[config.mk]
export PLATFORM = sky130hd
export DESIGN_NAME = ufa_device_end_flat
export DESIGN_NICKNAME = d
export VERILOG_FILES = /design/src/pkg/ufa_pkg.sv /design/src/pkg/ufa_if.sv /design/src/rtl/ufa_device_end.sv /design/src/flat_wrapper.sv
export SDC_FILE = /design/constraint.sdc
export NUM_CORES = 1
export LEC_CHECK = 0
export BUFFER_PORTS_ARGS = -buffer_cell sky130_fd_sc_hd__buf_2
export CORE_MARGIN = 2
export CORE_UTILIZATION = 44
export DETAILED_ROUTE_END_ITERATION = 8
export GPL_TIMING_DRIVEN = 0
export PLACE_DENSITY = 0.77
export SLEW_MARGIN = 20
export SYNTH_ARGS = -nofsm -noshare
export SYNTH_HDL_FRONTEND = slang
export SYNTH_SLANG_ARGS = --single-unit
[constraint.sdc]
create_clock -name clk -period 2.3 [get_ports clk]
set_input_delay 0.345 -clock clk [delete_from_list [all_inputs] [get_ports clk]]
set_output_delay 0.345 -clock clk [all_outputs]
set_load 0.02 [all_outputs]
[src/pkg/ufa_pkg.sv]
package ufa_pkg;
    // Register byte addresses, word access only
    localparam logic [31:0] UFA_DEVICE_ADDRESS_OFS = 32'h1520_0140;
    localparam logic [31:0] UFA_POWER_MGMT_OFS     = 32'h1520_0144;
    // Own registers of the controller end
    localparam logic [31:0] UFA_HOST_CMD_OFS       = 32'h1520_0180;
    localparam logic [31:0] UFA_HOST_STAT_OFS      = 32'h1520_0184;
    // Field positions
    localparam int UFA_ADDR_LSB     = 0;
    localparam int UFA_ADDR_W       = 7;
    localparam int UFA_ADDR_UPD_BIT = 7;
    localparam int UFA_CLK_MASK_BIT = 8;
    localparam int UFA_SW_RESET_BIT = 7;
    localparam int UFA_FLUSH_BIT    = 6;
    localparam int UFA_PWR_SEEN_BIT = 5;
    localparam int UFA_BUS_RST_BIT  = 3;
    localparam int UFA_RESUME_BIT   = 2;
    localparam int UFA_SUSP_BIT     = 1;
    localparam int UFA_SUSP_EN_BIT  = 0;
    // Reset values
    localparam logic [31:0] UFA_DEVICE_ADDRESS_RST = 32'h0000_0000;
    localparam logic [31:0] UFA_POWER_MGMT_RST     = 32'h0000_0000;
    // Endpoint FIFO depths in bytes
    localparam int UFA_CTRL_FIFO_DEPTH = 16;
    localparam int UFA_BULK_FIFO_DEPTH = 64;
    // Timing: USB logic 48 MHz; link bit rate 12 Mbit/s
    localparam int UFA_CLK_MHZ        = 125;
    localparam int UFA_USB_CLK_MHZ    = 48;
    localparam int UFA_BIT_RATE_MBPS  = 12;
    localparam int UFA_RESUME_TIME_US = 10;
    localparam int UFA_RESUME_CYC     = UFA_RESUME_TIME_US * UFA_CLK_MHZ;
    // Register port opcodes
    typedef enum logic [1:0] {UFA_OP_IDLE, UFA_OP_RD, UFA_OP_WR} ufa_op_t;
endpackage : ufa_pkg

[src/pkg/ufa_if.sv]
`timescale 1ns/10ps
interface ufa_if;
    import ufa_pkg::*;
    logic        regReq;
    logic        regWrite;
    logic [31:0] regAddr;
    logic [31:0] regWdata;
    logic [31:0] regRdata;
    logic        regAck;
    logic        busReset;
    logic        busResume;
    logic        busIdle;
    logic        busPower;
    logic        statusDone;
    logic        resumeDrive;
    logic        usbClkOn;
    logic        usbSwReset;
    logic        ctrlFlush;
    logic [6:0]  matchAddr;
    modport dev (input regReq, regWrite, regAddr, regWdata, busReset, busResume, busIdle,
                 busPower, statusDone, output regRdata, regAck, resumeDrive, usbClkOn,
                 usbSwReset, ctrlFlush, matchAddr);
    modport host (output regReq, regWrite, regAddr, regWdata, busReset, busResume, busIdle,
                  busPower, statusDone, input regRdata, regAck, resumeDrive, usbClkOn,
                  usbSwReset, ctrlFlush, matchAddr);
endinterface : ufa_if

[src/rtl/ufa_device_end.sv]
// Our own choice: the APB interface to the registers.
`timescale 1ns/10ps
//////////////////////////////////////////////////////////////////////////////
// What this block does
// - Control endpoint FIFO holds 16 bytes
// - IN endpoint A: 64-byte FIFO, DMA capable
// - IN endpoint B: 64-byte FIFO
// - OUT endpoint A: 64-byte FIFO, DMA capable
// - OUT endpoint B: 64-byte FIFO
// - Full speed only, 12 Mbit/s
// - Control, interrupt and bulk transfers
// - No isochronous transfers
// - Software uses whole-word accesses only
// - Reserved bits read zero
// - Program registers after bus reset ends
// - Seven-bit address, used from next token
// - Software sets update flag with address
// - Status stage completion clears update flag
// - Bit 8 gates the USB clock
// - Software reset write clears clock gate
// - Bit 7 holds USB logic in reset
// - Bit 6 flushes control endpoint FIFO
// - Bit 3 follows bus reset signaling
// - Bit 2 drives resume while suspended
// - Bit 1 marks suspend, cleared by resume
// - Bit 0 enables suspend, default off
module ufa_device_end
    import ufa_pkg::*;
#(
    parameter int RESUME_CYC = UFA_RESUME_CYC
)(
    input  wire logic clk,
    input  wire logic rst_b,
    input  wire logic clkEn,
    ufa_if.dev        link,
    output logic [6:0] devAddr,
    output logic       suspended,
    output logic       resumeActive,
    output logic       ctrlFifoEmpty
);
    // Endpoint FIFO sizes; no isochronous type is offered
    localparam int CTRL_DEPTH = UFA_CTRL_FIFO_DEPTH;
    localparam int BULK_DEPTH = UFA_BULK_FIFO_DEPTH;

    typedef struct packed {
        logic [6:0]  addr;
        logic        addrUpd;
        logic        clkMask;
        logic        swReset;
        logic        flush;
        logic        pwrSeen;
        logic        busRst;
        logic        resumeReq;
        logic        susp;
        logic        suspEn;
        logic [15:0] resumeCnt;
        logic        resumeOn;
        logic [4:0]  ctrlCount;
        logic [6:0]  matchAddr;
        logic        ack;
        logic        ctrlEmpty;
        logic [31:0] rdata;
    } ufa_dst_t;
    ufa_dst_t s_reg, s_next;
    // Reset state: all clear, but the control FIFO reports empty
    localparam ufa_dst_t DEV_RST = '{ctrlEmpty: 1'b1, default: '0};

    //////////////////////////////////////////////////////////////////////////
    logic wrAddr, wrPwr, rdHit;
    always_comb begin
        wrAddr = link.regReq && !s_reg.ack && link.regWrite
                 && link.regAddr == UFA_DEVICE_ADDRESS_OFS;
        wrPwr  = link.regReq && !s_reg.ack && link.regWrite
                 && link.regAddr == UFA_POWER_MGMT_OFS;
        rdHit  = link.regAddr == UFA_DEVICE_ADDRESS_OFS || link.regAddr == UFA_POWER_MGMT_OFS;
    end

    always_comb begin
        s_next     = s_reg;
        s_next.ack = link.regReq && !s_reg.ack;
        // Address and flag taken as one word
        if (wrAddr) begin
            s_next.addr    = link.regWdata[UFA_ADDR_W-1:0];
            s_next.addrUpd = link.regWdata[UFA_ADDR_UPD_BIT];
        end
        // Status stage done; the set in the same cycle wins
        if (link.statusDone && !wrAddr) begin
            s_next.addrUpd = 1'b0;
        end
        // New address matched from the next token on
        if (link.statusDone || !s_reg.addrUpd) begin
            s_next.matchAddr = s_reg.addr;
        end
        if (wrPwr) begin
            s_next.swReset   = link.regWdata[UFA_SW_RESET_BIT];
            s_next.clkMask   = link.regWdata[UFA_SW_RESET_BIT] ? 1'b0
                               : link.regWdata[UFA_CLK_MASK_BIT];
            s_next.flush     = link.regWdata[UFA_FLUSH_BIT];
            s_next.suspEn    = link.regWdata[UFA_SUSP_EN_BIT];
            s_next.resumeReq = link.regWdata[UFA_RESUME_BIT];
        end
        s_next.pwrSeen = link.busPower;
        s_next.busRst  = link.busReset;
        // Flush empties the control FIFO; so does holding the USB side in reset
        if (s_reg.flush || s_reg.swReset) begin
            s_next.ctrlCount = '0;
        end
        // Registered so the empty flag leaves the block straight from a flop
        s_next.ctrlEmpty = s_next.ctrlCount == 5'd0;
        // Suspend entry, only when enabled
        if (s_reg.suspEn && link.busIdle && !link.busReset) begin
            s_next.susp = 1'b1;
        end
        // Software resume drives the bus for a fixed time
        if (s_reg.susp && s_reg.resumeReq && !s_reg.resumeOn) begin
            s_next.resumeOn  = 1'b1;
            s_next.resumeCnt = 16'(RESUME_CYC - 1);
        end else if (s_reg.resumeOn) begin
            if (s_reg.resumeCnt == '0) begin
                s_next.resumeOn  = 1'b0;
                s_next.susp      = 1'b0;
                s_next.resumeReq = 1'b0;
            end else begin
                s_next.resumeCnt = s_reg.resumeCnt - 16'd1;
            end
        end
        if (link.busResume || link.busReset) begin
            s_next.susp     = 1'b0;
            s_next.resumeOn = 1'b0;
        end
        // Whole-word read, reserved bits zero
        s_next.rdata = '0;
        if (link.regAddr == UFA_DEVICE_ADDRESS_OFS) begin
            s_next.rdata[UFA_ADDR_W-1:0]  = s_reg.addr;
            s_next.rdata[UFA_ADDR_UPD_BIT] = s_reg.addrUpd;
        end else if (link.regAddr == UFA_POWER_MGMT_OFS) begin
            s_next.rdata[UFA_CLK_MASK_BIT] = s_reg.clkMask;
            s_next.rdata[UFA_FLUSH_BIT]    = s_reg.flush;
            s_next.rdata[UFA_PWR_SEEN_BIT] = s_reg.pwrSeen;
            s_next.rdata[UFA_BUS_RST_BIT]  = s_reg.busRst;
            s_next.rdata[UFA_SUSP_BIT]     = s_reg.susp;
            s_next.rdata[UFA_SUSP_EN_BIT]  = s_reg.suspEn;
        end else if (!rdHit) begin
            s_next.rdata = 32'hFFFF_FFFF;
        end
    end

    //////////////////////////////////////////////////////////////////////////
    // Register timing runs on the 125 MHz clk that RESUME_CYC is scaled for, not the 48 MHz USB clock
    always_ff @(posedge clk or negedge rst_b) begin
        if (!rst_b) begin
            s_reg <= DEV_RST;
        end else if (clkEn) begin
            s_reg <= s_next;
        end
    end

    assign link.regAck      = s_reg.ack;
    assign link.regRdata    = s_reg.rdata;
    assign link.resumeDrive = s_reg.resumeOn;
    assign link.usbClkOn    = !s_reg.clkMask;
    assign link.usbSwReset  = s_reg.swReset;
    assign link.ctrlFlush   = s_reg.flush;
    assign link.matchAddr   = s_reg.matchAddr;
    assign devAddr          = s_reg.matchAddr;
    assign suspended        = s_reg.susp;
    assign resumeActive     = s_reg.resumeOn;
    assign ctrlFifoEmpty    = s_reg.ctrlEmpty;
endmodule : ufa_device_end

[src/flat_wrapper.sv]
// flat-port wrapper written by rule: the top's interface ports become plain ports
module ufa_device_end_flat import ufa_pkg::*;
#(
    parameter int RESUME_CYC = UFA_RESUME_CYC
)
  (clk, rst_b, clkEn, devAddr, suspended, resumeActive, ctrlFifoEmpty, link_regReq, link_regWrite, link_regAddr, link_regWdata, link_busReset, link_busResume, link_busIdle, link_busPower, link_statusDone, link_regRdata, link_regAck, link_resumeDrive, link_usbClkOn, link_usbSwReset, link_ctrlFlush, link_matchAddr);
  ufa_if link_i ();
  input  wire logic clk;
  input  wire logic rst_b;
  input  wire logic clkEn;
  output logic [6:0] devAddr;
  output logic suspended;
  output logic resumeActive;
  output logic ctrlFifoEmpty;
  input wire logic [$bits(link_i.regReq)-1:0] link_regReq;
  input wire logic [$bits(link_i.regWrite)-1:0] link_regWrite;
  input wire logic [$bits(link_i.regAddr)-1:0] link_regAddr;
  input wire logic [$bits(link_i.regWdata)-1:0] link_regWdata;
  input wire logic [$bits(link_i.busReset)-1:0] link_busReset;
  input wire logic [$bits(link_i.busResume)-1:0] link_busResume;
  input wire logic [$bits(link_i.busIdle)-1:0] link_busIdle;
  input wire logic [$bits(link_i.busPower)-1:0] link_busPower;
  input wire logic [$bits(link_i.statusDone)-1:0] link_statusDone;
  output wire logic [$bits(link_i.regRdata)-1:0] link_regRdata;
  output wire logic [$bits(link_i.regAck)-1:0] link_regAck;
  output wire logic [$bits(link_i.resumeDrive)-1:0] link_resumeDrive;
  output wire logic [$bits(link_i.usbClkOn)-1:0] link_usbClkOn;
  output wire logic [$bits(link_i.usbSwReset)-1:0] link_usbSwReset;
  output wire logic [$bits(link_i.ctrlFlush)-1:0] link_ctrlFlush;
  output wire logic [$bits(link_i.matchAddr)-1:0] link_matchAddr;
  assign link_i.regReq = link_regReq;
  assign link_i.regWrite = link_regWrite;
  assign link_i.regAddr = link_regAddr;
  assign link_i.regWdata = link_regWdata;
  assign link_i.busReset = link_busReset;
  assign link_i.busResume = link_busResume;
  assign link_i.busIdle = link_busIdle;
  assign link_i.busPower = link_busPower;
  assign link_i.statusDone = link_statusDone;
  assign link_regRdata = link_i.regRdata;
  assign link_regAck = link_i.regAck;
  assign link_resumeDrive = link_i.resumeDrive;
  assign link_usbClkOn = link_i.usbClkOn;
  assign link_usbSwReset = link_i.usbSwReset;
  assign link_ctrlFlush = link_i.ctrlFlush;
  assign link_matchAddr = link_i.matchAddr;
  ufa_device_end #(.RESUME_CYC(RESUME_CYC)) u_core (.clk(clk), .rst_b(rst_b), .clkEn(clkEn), .link(link_i), .devAddr(devAddr), .suspended(suspended), .resumeActive(resumeActive), .ctrlFifoEmpty(ctrlFifoEmpty));
endmodule
==> qor.csv <==
stage,metric,value,unit
status,status,finished clean,
global_routing,grt_use_met1,24.1,%
global_routing,grt_pass1_vias,2413,
route,firstDrtPassIters,4,
final_layout,fin_cells,504,
worst_setup_path,cp-startpoint,u_core.s_reg[47],
cts,root_buffer,clkbuf_8,
timing,post-route-period-util,93.4,%
global_routing,grt_usage,19.2,%
timing,hold_viol,0,
final_layout,layout_common_cells,"buf_2 (103), dfrtp_1 (56), buf_4 (50)",
synthesis,synth-seq-area-share,46.4,%
worst_setup_path,worst-path-max-fanout,5,
worst_setup_path,cp_data_arrival_time,2.40,ns
global_routing,grt_use_met3,5.37,%
worst_setup_path,worstSetupPathType,flop to flop,
final_layout,post-route-util,58.2,%
final_layout,nNetsFinal,479,
worst_setup_path,worstSetupEndpointType,flop,
route,routed_wl,7050,um
route,routedWlPerCell,14.0,um
timing,finalMaxSlewViolations,0,
final_layout,largest_register_ffs,34,
route,via_per_inst,5.18,
timing,skew,0.00796,ns
placed_design,placement.io_buffers,103,
route,drtIter0Drc,126,
worst_setup_path,worst_setup_path_start_kind,flop,
cts,htree_levels,3,
global_routing,grt_max_degree,58,
timing,setup_ws,0.153,ns
cts,cts_sinks,57,
die,die_area,7680,um^2
synthesis,ys_ff_latch,57,
hold_path,timing.hold.worst.class,input port to asynchronous set/reset pin,
run,maxCapViolCount,0,
timing,fin_hold_ws,0.0576,ns
timing,finalCriticalPeriod,2.15,ns
synthesis,netlist_area,3080,um^2
worst_setup_path,max_stage_delay,0.51,ns
global_routing,grt_pass1_wl,11300,um
power_and_ir_drop,power_per_cell_area,565,nW/um^2
synthesis,synth-edff-count,0,
timing,relSlewSlack,48.4,%
final_layout,layout-drive-gt1-share,49.8,%
cts,insertion_delay,0.33,ns
global_routing,grt_antenna_before_repair,0,
cts,cts_tree,yes,
synthesis,syn_inst,287,
die,placementRows,30,
timing,finalSetupViolCount,0,
worst_setup_path,path_delay_family,simple AND/OR/NAND/NOR gates,
global_routing,top_usage_layer,met2,
cts,cts_buffers,9,
power_and_ir_drop,power,0.00223,W
cts,ctsHoldBuffers,0,
worst_setup_path,worst-endpoint-required,2.55,ns
power_and_ir_drop,ir_drop,0.000343,V
global_routing,grt_overflow,0,
worst_setup_path,worstReg2RegStart,u_core.s_reg[47],
synthesis,syn_avg_cell_area,10.7,um^2
synthesis,async_flop_share,100,%
die,core,6790,um^2
final_layout,area_growth,28.4,%
synthesis,synthesis.nets,363,
power_and_ir_drop,leakage,1.90,nW
timing,worst_slew_pin_slew,0.769,ns
cts,clockBufferDepth,2,
final_layout,mostFrequentLayoutCell,buf_2,
route,vias,2612,
route,final_antenna_net_count,0,
placed_design,dp.cells,486,
route,drc_errors,0,
timing,rsz0062_at_grt,false,
die,ios,128,
die,start_util,45.3,%
worst_setup_path,crit_slowest_cell,nor4_2,
die,die-height,87.7,um
global_routing,use_met2,32.1,%
placed_design,hpwl,5210,um
synthesis,synth_cell_type_count,44,
worst_setup_path,critical_path.cell_chain,"inv_2, ha_4, or4b_4, nor4_2, or3_1, mux2i_1",
worst_setup_path,cp_num_buf_inv,1,
synthesis,yosysWarnings,0,
placed_design,gp_congestion,0.875,
final_layout,diodes,0,
die,die_w,87.7,um
placed_design,place_ws,-0.0151,ns
synthesis,synthFlopType,dfrtp_1,
cts,clkTransAtPathRegs,0.07,ns
timing,fmax,0.466,GHz
[repair_timing]
item	CTS	global route
pin swaps	1	2
buffers inserted	0	2
gates cloned	0	0
gates resized for setup	1	4
endpoints found under the hold margin	0	0
endpoints found under the setup margin	5	11
[through the flow]
| stage | instance area, um^2 | TNS [ns] |
|---|---|---|
| 2_1_floorplan | 3080 | 0 |
| 3_3_place_gp | 3710 | 0 |
| 3_5_place_dp | 3720 | -0.0205 |
| 4_1_cts | 3920 | 0 |
| 5_1_grt | 3950 | 0 |
| 6_report | 3950 | 0 |
[area by class of cell]
| class | count | area, um^2 |
|---|---|---|
| Tap cell | 96 | 120 |
| Sequential cell | 57 | 1430 |
| Clock inverter | 3 | 40.0 |
| Inverter | 6 | 22.5 |
| Timing Repair Buffer | 105 | 533 |
| Clock buffer | 13 | 159 |
| Buffer | 55 | 384 |
| Multi-Input combinational cell | 169 | 1270 |
| Fill cell | 597 | 2840 |
[where the power goes]
group | switching, W | internal, W
logic | 0.000133 | 0.000111
registers | 0.0000311 | 0.00103
clock network | 0.000377 | 0.000556
total | 0.000541 | 0.00169
[final timing paths]
| check | to | slack (ns) | depth (start not counted) |
|---|---|---|---|
| setup / recovery | u_core.s_reg[50] | 0.15 | 6 |
| hold / removal | u_core.devAddr[5] | 0.06 | 1 |
| setup reg to reg | u_core.s_reg[50] | 0.15 | 6 |
| hold reg to reg | u_core.s_reg[42] | 0.49 | 1 |
| max in group asynchronous | u_core.s_reg[45] | 1.76 | 1 |
| min in group clk | u_core.link.resumeDrive | 0.24 | 2 |
[cell usage after synthesis (3+ instances only)]
master     n  area, um^2
and3_1     4        25.0
nor4b_1    5        43.8
or4_1      3        22.5
mux2_2    21         236
a21oi_1    7        35.0
nor3_1     8        40.0
a31oi_1   10        62.6
inv_1      6        22.5
o21ai_0    5        25.0
nand2_1   11        41.3
mux2i_1   15         150
nand2b_1   5        31.3
o31ai_1    5        37.5
nor2_1    16        60.1
dfrtp_1   56        1400
nor4_1     6        37.5
buf_4     47         353
or3_1      5        31.3
clkbuf_1   7        26.3
and2_1     6        37.5
nand4_1    6        37.5
[cell families (layout without fill, tap and decap cells)]
| group | Yosys count | after routing | share of synthesized area (%) |
|---|---|---|---|
| compound gates | 39 | 39 | 8.70 |
| fa+ha+maj | 2 | 2 | 0.813 |
| buf+inv | 61 | 182 | 13.2 |
| flops | 57 | 57 | 46.4 |
| mux | 36 | 36 | 12.6 |
| simple gates | 92 | 92 | 18.4 |
[layer usage]
layer | share of wire (%) | routed length, um | vias to the layer above
li1 | - | - | 1235
met1 | 43 | 3060 | 1276
met2 | 50 | 3500 | 96
met3 | 6.0 | 425 | 5
met4 | 1.0 | 71 | 0
met5 | 0 | 0 | -
Note: power is estimated with default switching activity, not from simulation.
